`config.mk`:
```
export PLATFORM = sky130hd
export DESIGN_NAME = smbirq_top
export DESIGN_NICKNAME = d
export VERILOG_FILES = /design/src/rtl/smbirq_pkg.sv /design/src/rtl/smbirq_sync.sv /design/src/rtl/smbirq_chunk_cnt.sv /design/src/rtl/smbirq_top.sv
export SDC_FILE = /design/constraint.sdc
export NUM_CORES = 1
export LEC_CHECK = 0
export ABC_AREA = 1
export BUFFER_PORTS_ARGS = -buffer_cell sky130_fd_sc_hd__buf_4
export CAP_MARGIN = 20
export CORE_ASPECT_RATIO = 1.4
export CORE_MARGIN = 2
export CORE_UTILIZATION = 57
export DETAILED_ROUTE_END_ITERATION = 8
export HOLD_SLACK_MARGIN = 0.03
export PLACE_DENSITY_LB_ADDON = 0.15
export SLEW_MARGIN = 5
export SYNTH_ARGS = -nofsm -noshare
export SYNTH_HDL_FRONTEND = slang
export SYNTH_SLANG_ARGS = --single-unit
```
`constraint.sdc`:
```
create_clock -name core_clk -period 3 [get_ports core_clk]
set_input_delay 0.75 -clock core_clk [delete_from_list [all_inputs] [get_ports core_clk]]
set_output_delay 0.75 -clock core_clk [all_outputs]
set_load 0.01 [all_outputs]
```
`src/rtl/smbirq_pkg.sv`:
```
// constants shared by the bus interrupt status and enable block
package smbirq_pkg;

  // ---------------------------------------------------------------
  // register map
  // ---------------------------------------------------------------
  localparam logic [7:0] SMBIRQ_ADDR_STATUS   = 8'h80;
  localparam logic [7:0] SMBIRQ_ADDR_ENABLE   = 8'h81;
  localparam logic [7:0] SMBIRQ_ADDR_EVT_CAP  = 8'h84;
  localparam logic [7:0] SMBIRQ_ADDR_EVT_MASK = 8'h85;

  // ---------------------------------------------------------------
  // reset values
  // ---------------------------------------------------------------
  localparam logic [7:0] SMBIRQ_RST_STATUS    = 8'h00;
  localparam logic [7:0] SMBIRQ_RST_ENABLE    = 8'h00;
  localparam logic [7:0] SMBIRQ_RST_EVT_CAP   = 8'h00;
  localparam logic [7:0] SMBIRQ_RST_EVT_MASK  = 8'h00;

  // ---------------------------------------------------------------
  // bit positions, shared by status, enable, capture and mask
  // ---------------------------------------------------------------
  localparam int SMBIRQ_BIT_PEND  = 0;
  localparam int SMBIRQ_BIT_ERR   = 1;
  localparam int SMBIRQ_BIT_COL   = 2;
  localparam int SMBIRQ_BIT_DONE  = 3;
  localparam int SMBIRQ_BIT_CHUNK = 4;
  localparam int SMBIRQ_BIT_SLAVE = 5;
  localparam int SMBIRQ_BIT_ALIAS = 6;
  localparam int SMBIRQ_BIT_ALERT = 7;

  // ---------------------------------------------------------------
  // counts and fixed values
  // ---------------------------------------------------------------
  localparam int         SMBIRQ_CHUNK_BYTES = 8;
  localparam logic [6:0] SMBIRQ_SLAVE_ADDR  = 7'h10;
  localparam logic       SMBIRQ_ALERT_IDLE  = 1'b1;

endpackage

```
`src/rtl/smbirq_sync.sv`:
```
// two flip-flop synchroniser for levels arriving from pins
`timescale 1ns/10ps
module smbirq_sync #(
  parameter int         WIDTH     = 1,
  parameter logic [0:0] RESET_VAL = 1'b0
) (
  input  wire logic             core_clk,
  input  wire logic             srst,
  input  wire logic [WIDTH-1:0] async_in,
  output logic      [WIDTH-1:0] sync_out
);

  logic [WIDTH-1:0] meta_r;

  // the first stage feeds only the second stage
  always_ff @(posedge core_clk) begin
    if (srst) begin
      meta_r   <= {WIDTH{RESET_VAL}};
      sync_out <= {WIDTH{RESET_VAL}};
    end else begin
      meta_r   <= async_in;
      sync_out <= meta_r;
    end
  end

endmodule // smbirq_sync

```
`src/rtl/smbirq_chunk_cnt.sv`:
```
// byte counter that pulses once per completed group of bytes
`timescale 1ns/10ps
module smbirq_chunk_cnt #(
  parameter int CHUNK = 8
) (
  input  wire logic core_clk,
  input  wire logic srst,
  input  wire logic clr,
  input  wire logic step,
  output logic      chunk_pulse
);

  localparam int CW = $clog2(CHUNK);
  localparam logic [CW-1:0] LAST = CW'(CHUNK - 1);

  logic [CW-1:0] cnt_r;

  // clear wins over a step, a new transfer always starts at zero
  always_ff @(posedge core_clk) begin
    if (srst || clr) begin
      cnt_r <= '0;
    end else if (step) begin
      cnt_r <= (cnt_r == LAST) ? '0 : cnt_r + CW'(1);
    end
  end

  always_ff @(posedge core_clk) begin
    if (srst || clr) begin
      chunk_pulse <= 1'b0;
    end else begin
      chunk_pulse <= step && (cnt_r == LAST);
    end
  end

endmodule // smbirq_chunk_cnt

```
`src/rtl/smbirq_top.sv`:
```
// interrupt status and enable logic of the bus host controller
`timescale 1ns/10ps
module smbirq_top
  import smbirq_pkg::*;
#(
  parameter int CHUNK = SMBIRQ_CHUNK_BYTES
) (
  input  wire logic       core_clk,
  input  wire logic       srst,
  // register port
  input  wire logic [7:0] reg_addr,
  input  wire logic [7:0] reg_wdata,
  input  wire logic       reg_wr,
  input  wire logic       reg_rd,
  output logic      [7:0] reg_rdata,
  // alert pin, active low, asynchronous
  input  wire logic       smbus_alert_n,
  // events from the host master engine
  input  wire logic       host_lost_arb,
  input  wire logic       host_unclaimed,
  input  wire logic       host_slave_timeout,
  input  wire logic       host_start,
  input  wire logic       host_block_mode,
  input  wire logic       host_byte_done,
  input  wire logic       host_done,
  // events from the host slave engine
  input  wire logic       slave_master_timeout,
  input  wire logic       slave_write_word,
  input  wire logic [6:0] slave_dev_addr,
  input  wire logic [6:0] alias_addr,
  // outputs
  output logic            slave_hold,
  output logic            smb_irq,
  output logic            evt_irq
);

  // ---------------------------------------------------------------
  // declarations
  // ---------------------------------------------------------------
  logic       alert_n_sync;
  logic       alert_act;
  logic       chunk_evt;
  logic       alias_hit;
  logic       slave_hit;
  logic       wr_status;
  logic       wr_enable;
  logic       wr_mask;
  logic       rd_cap;
  logic [7:0] clr_mask;
  logic [7:0] evt_set;
  logic [7:0] status_r;
  logic [7:0] status_nxt;
  logic [7:0] enable_r;
  logic [7:0] cap_r;
  logic [7:0] cap_nxt;
  logic [7:0] mask_r;
  logic       pending;
  logic [7:0] status_view;
  logic [7:0] rdata_nxt;

  // ---------------------------------------------------------------
  // alert pin crossing
  // ---------------------------------------------------------------
  smbirq_sync #(
    .WIDTH     (1),
    .RESET_VAL (SMBIRQ_ALERT_IDLE)
  ) u_alert_sync (
    .core_clk (core_clk),
    .srst     (srst),
    .async_in (smbus_alert_n),
    .sync_out (alert_n_sync)
  );

  assign alert_act = ~alert_n_sync;

  // ---------------------------------------------------------------
  // block transfer byte grouping
  // ---------------------------------------------------------------
  // a new start clears the count so a stale partial group from an
  // aborted transfer never shortens the first group of the next one
  smbirq_chunk_cnt #(
    .CHUNK (CHUNK)
  ) u_chunk (
    .core_clk    (core_clk),
    .srst        (srst),
    .clr         (host_start),
    .step        (host_byte_done && host_block_mode),
    .chunk_pulse (chunk_evt)
  );

  // ---------------------------------------------------------------
  // slave address decode
  // ---------------------------------------------------------------
  // while either hit flag is set the slave takes no further write
  // word, so later hits are refused rather than merged
  assign alias_hit = slave_write_word && !slave_hold &&
                     (slave_dev_addr == alias_addr);
  assign slave_hit = slave_write_word && !slave_hold &&
                     (slave_dev_addr == SMBIRQ_SLAVE_ADDR);

  always_ff @(posedge core_clk) begin
    if (srst) begin
      slave_hold <= 1'b0;
    end else begin
      slave_hold <= status_nxt[SMBIRQ_BIT_ALIAS] ||
                    status_nxt[SMBIRQ_BIT_SLAVE];
    end
  end

  // ---------------------------------------------------------------
  // event vector, one bit per status position
  // ---------------------------------------------------------------
  always_comb begin
    evt_set                   = 8'h00;
    evt_set[SMBIRQ_BIT_ERR]   = host_unclaimed ||
                                host_slave_timeout ||
                                slave_master_timeout;
    evt_set[SMBIRQ_BIT_COL]   = host_lost_arb;
    evt_set[SMBIRQ_BIT_DONE]  = host_done;
    evt_set[SMBIRQ_BIT_CHUNK] = chunk_evt;
    evt_set[SMBIRQ_BIT_SLAVE] = slave_hit;
    evt_set[SMBIRQ_BIT_ALIAS] = alias_hit;
    evt_set[SMBIRQ_BIT_ALERT] = alert_act;
  end

  // ---------------------------------------------------------------
  // register decode
  // ---------------------------------------------------------------
  assign wr_status = reg_wr && (reg_addr == SMBIRQ_ADDR_STATUS);
  assign wr_enable = reg_wr && (reg_addr == SMBIRQ_ADDR_ENABLE);
  assign wr_mask   = reg_wr && (reg_addr == SMBIRQ_ADDR_EVT_MASK);
  assign rd_cap    = reg_rd && (reg_addr == SMBIRQ_ADDR_EVT_CAP);

  // bit 0 is not a flag and ignores the write
  assign clr_mask  = wr_status ? {reg_wdata[7:1], 1'b0} : 8'h00;

  // ---------------------------------------------------------------
  // event status flags
  // ---------------------------------------------------------------
  // a set in the cycle of its clear wins, so no event is lost;
  // flags are raised whatever the enables hold
  always_comb begin
    status_nxt = (status_r & ~clr_mask) | evt_set;
    status_nxt[SMBIRQ_BIT_PEND] = 1'b0;
  end

  always_ff @(posedge core_clk) begin
    if (srst) begin
      status_r <= SMBIRQ_RST_STATUS;
    end else begin
      status_r <= status_nxt;
    end
  end

  // ---------------------------------------------------------------
  // enable register
  // ---------------------------------------------------------------
  always_ff @(posedge core_clk) begin
    if (srst) begin
      enable_r <= SMBIRQ_RST_ENABLE;
    end else if (wr_enable) begin
      enable_r <= reg_wdata;
    end
  end

  // ---------------------------------------------------------------
  // pending flag and bus interrupt
  // ---------------------------------------------------------------
  // the alert flag is set again each cycle the synchronised pin is active, so an
  // enabled alert keeps the request up while the pin stays active
  assign pending = |(status_r[7:1] & enable_r[7:1]);

  always_comb begin
    status_view = status_r;
    status_view[SMBIRQ_BIT_PEND] = pending;
  end

  always_ff @(posedge core_clk) begin
    if (srst) begin
      smb_irq <= 1'b0;
    end else begin
      smb_irq <= enable_r[SMBIRQ_BIT_PEND] && pending;
    end
  end

  // ---------------------------------------------------------------
  // event capture, cleared by read, with its own mask
  // ---------------------------------------------------------------
  // alert is captured once per activation, not per cycle, so that a
  // held pin does not refill the log after every read
  logic alert_act_d_r;

  always_ff @(posedge core_clk) begin
    if (srst) begin
      alert_act_d_r <= 1'b0;
    end else begin
      alert_act_d_r <= alert_act;
    end
  end

  always_comb begin
    cap_nxt = rd_cap ? 8'h00 : cap_r;
    cap_nxt = cap_nxt | evt_set;
    cap_nxt[SMBIRQ_BIT_ALERT] = (rd_cap ? 1'b0 : cap_r[SMBIRQ_BIT_ALERT]) |
                                (alert_act && !alert_act_d_r);
    cap_nxt[SMBIRQ_BIT_PEND]  = 1'b0;
  end

  always_ff @(posedge core_clk) begin
    if (srst) begin
      cap_r <= SMBIRQ_RST_EVT_CAP;
    end else begin
      cap_r <= cap_nxt;
    end
  end

  always_ff @(posedge core_clk) begin
    if (srst) begin
      mask_r <= SMBIRQ_RST_EVT_MASK;
    end else if (wr_mask) begin
      mask_r <= {reg_wdata[7:1], 1'b0};
    end
  end

  always_ff @(posedge core_clk) begin
    if (srst) begin
      evt_irq <= 1'b0;
    end else begin
      evt_irq <= |(cap_r & mask_r);
    end
  end

  // ---------------------------------------------------------------
  // read data, valid the cycle after the strobe
  // ---------------------------------------------------------------
  always_comb begin
    rdata_nxt = 8'h00;
    case (reg_addr)
      SMBIRQ_ADDR_STATUS:   rdata_nxt = status_view;
      SMBIRQ_ADDR_ENABLE:   rdata_nxt = enable_r;
      SMBIRQ_ADDR_EVT_CAP:  rdata_nxt = cap_r;
      SMBIRQ_ADDR_EVT_MASK: rdata_nxt = mask_r;
      default:              rdata_nxt = 8'h00;
    endcase
  end

  // data is held only for the one answer cycle, zero otherwise
  always_ff @(posedge core_clk) begin
    if (srst) begin
      reg_rdata <= 8'h00;
    end else if (reg_rd) begin
      reg_rdata <= rdata_nxt;
    end else begin
      reg_rdata <= 8'h00;
    end
  end

endmodule // smbirq_top

```
==> flow_summary.yaml <==
yosys:
  syn-num-nets: 389
  avgSynthCellArea_um2: 6.70
  synth_mux_area_share_pct: 0
  synthFlopType: "dfxtp_1"
  synth_seq_cells: 47
  synth_cell_types: 29
  synth-seq-area-share_pct: 41.0
  synth_top_family_by_area: "simple AND/OR/NAND/NOR gates"
  synth-compound-area-share_pct: 8.50
  synth_xor_area_share_pct: 0.381
  netlist_instances: 343
  ys_top_cells_by_count: "nand2_1, inv_1, dfxtp_1"
  synth_top_area_cell: "dfxtp_1"
  yosys.area_share.simple_pct: 36.5
  synthArstFlopShare_pct: 0
  synth_edf_count: 0
  synthTopCellsByArea: "dfxtp_1, nand2_1, inv_1, nand3_1, a21oi_1"
  yosysTopAreaCellShare_pct: 41.0
  synth_fa_ha_area_share_pct: 1.09
  synth_most_common_cell: "nand2_1"
  yosys_warnings: 0
  netlist_area_um2: 2300
timing:
  setup_tns_ns: 0
  skew_ns: 0.0129
  worst_slew_pin_slew_ns: 0.542
  setup_slack_ns: 1.19
  fmax_mhz: 554
  period_needed_ns: 1.81
  maxSlewViolCount: 0
  whs_ns: 0.415
  post-route-period-util_pct: 60.2
  setup_viol: 0
  rsz0062_at_grt: "no"
  final_hold_viol_count: 0
  slew_headroom_pct: 63.8
setup_path:
  critPathKind: "input port to register"
  r2r-start: "u_chunk.cnt_r[0]$_SDFFE_PP0P_"
  cp.arrival_ns: 2.01
  reg2regPathDepth: 5
  r2r_end: "u_chunk.cnt_r[0]$_SDFFE_PP0P_"
  worst-path-max-fanout: 8
  cp-end-kind: "register"
  rrSetupSlack_ns: 1.86
  crit_path_start: "reg_addr[1]"
  required_ns: 3.20
  crit_path_start_kind: "input port"
global_route:
  grt_pass1_vias: 2042
  overflow: 0
  grt_max_degree: 23
  use_met3_pct: 4.89
  top_usage_layer: "met2"
  grt_pass1_wl_um: 8350
  track_usage_pct: 23.6
  antenna_found_initial: 0
  use_met2_pct: 42.4
  use_met1_pct: 25.7
power:
  powerDensity_nw_per_um2: 435
  p_sw_share_pct: 23.5
  p_sw_uw: 289
  combPwrFrac_pct: 9.5
  p_seq_share_pct: 52.2
  irDropWorstVdd_v: 0.000402
  pwr-share-clk_pct: 38.2
  power.leakage_uw: 0.00142
  p_int_uw: 939
final_layout:
  syn2layout_area_growth_pct: 22.9
  layout-drive-gt1-share_pct: 21.4
  nNetsFinal: 442
  num_antenna_cells: 0
  final_core_util_pct: 72.7
clock_tree:
  clock_sinks: 47
  path_clk_slew_ns: 0.09
  hold_buffers: 0
  htree_levels: 2
  cts_tree: "done"
  cts_resized: 0
  cts_buffer_depth: 2
  clk_latency_ns: 0.31
  cts_root_buf: "clkbuf_8"
  cts_setup_buffers: 0
  cts_buffers: 5
worst_hold_path:
  hold_path.class: "register to register"
  hp-start: "u_alert_sync.meta_r$_SDFF_PP1_"
  min_path_cells: 1
  min_to: "u_alert_sync.sync_out$_SDFF_PP1_"
floorplan:
  die_h_um: 79.1
  start_util_pct: 59.1
  fp.dieW_um: 57.7
  dieArea_um2: 4560
  rows: 27
  core_region_area_um2: 3880
  io_pins: 55
route:
  drc_errors: 0
  routed_wl_um: 5110
  dr.first_iter.drc_count: 67
  dr_total_vias: 2191
  viasPerCell: 4.98
  routedWlPerCell_um: 11.6
  ant_nets: 0
  drt_pass1_iterations: 4
place:
  gp_congestion: 0.944
  numPortBuffers: 54
  dp_hpwl_um: 3990
  dp_slack_ns: 0.893
run:
  drv_cap: 0
run_status:
  status: "finished clean"
==> critical path, stage by stage <==
cell and delay [ns]:
buf_4 0.12, nor2_1 0.14, nor2b_1 0.48, nand3_2 0.27
a21oi_1 0.19, nor2_1 0.05
==> area by class of cell <==
class / instances / area, um2
fill: 345 / 1060
clock inverter: 3 / 43.8
sequential: 47 / 941
tap: 43 / 53.8
timing repair buffer: 55 / 413
inverter: 62 / 235
clock buffer: 5 / 68.8
multi-input combinational: 225 / 1070
==> layout by cell type, fill, tap and decap left out, types with 2 or more instances in the layout <==
| cell | count |
|---|---|
| nor2_2 | 8 |
| nand3_1 | 33 |
| o21ai_0 | 7 |
| nand2_2 | 2 |
| nand3_2 | 2 |
| or2_2 | 2 |
| nand2_1 | 97 |
| nor2_1 | 30 |
| buf_4 | 55 |
| a21oi_1 | 27 |
| inv_1 | 59 |
| ha_1 | 2 |
| clkbuf_8 | 5 |
| nor2_4 | 2 |
| dfxtp_1 | 47 |
| nor3_1 | 5 |
| inv_2 | 2 |
==> how the worst max path moves through the flow <==
| stage | to | slack, ns | depth (start not counted) |
|---|---|---|---|
| 6_report | cap_r[7]$_SDFF_PP0_ | 1.19 | 6 |
| 3_3_place_gp | mask_r[1]$_SDFFE_PP0P_ | 0.94 | 7 |
| 3_5_place_dp | mask_r[6]$_SDFFE_PP0P_ | 0.89 | 7 |
| 2_1_floorplan | cap_r[7]$_SDFF_PP0_ | 1.36 | 8 |
| 4_1_cts | mask_r[6]$_SDFFE_PP0P_ | 1.21 | 7 |
| 5_1_grt | mask_r[5]$_SDFFE_PP0P_ | 1.06 | 7 |
==> logic make-up (layout without fill, tap and decap cells) <==
logic type,after synthesis,count (layout)
AOI/OAI and AO/OA,37,37
DFF,47,47
buffers and inverters,71,125
and+or+nand+nor,185,185
adders and majority gates,2,2
xor gates and xnor gates,1,1
==> routing by layer <==
layer / vias to the layer above / routed length (um)
met4: 0 / 183
li1: 1152 / -
met5: - / 0
met1: 958 / 2040
met2: 66 / 2620
met3: 15 / 266
==> power groups by stage <==
| stage | Sequential (uW) | Clock (uW) | Combinational (uW) |
|---|---|---|---|
| 5_1_grt | 643 | 495 | 131 |
| 3_3_place_gp | 656 | 0 | 114 |
| 4_1_cts | 641 | 473 | 118 |
| 2_1_floorplan | 653 | 0 | 56.5 |
| 3_5_place_dp | 656 | 0 | 118 |
| 6_report | 642 | 470 | 117 |
==> sequential cells by signal, summed over array words and instances (netlist names), 3 cells and up <==
| name | flops |
|---|---|
| mask_r | 7 |
| status_r | 7 |
| u_chunk.cnt_r | 3 |
| cap_r | 7 |
| enable_r | 8 |
| reg_rdata | 8 |
==> through the flow <==
step / power, uW / area, um2 / instances
4_1_cts: 1230 / 2820 / 440
3_5_place_dp: 774 / 2710 / 432
2_1_floorplan: 710 / 2300 / 343
5_1_grt: 1270 / 2820 / 440
6_report: 1230 / 2820 / 440
3_3_place_gp: 770 / 2710 / 432
Note: power is estimated with default switching activity, not from simulation.
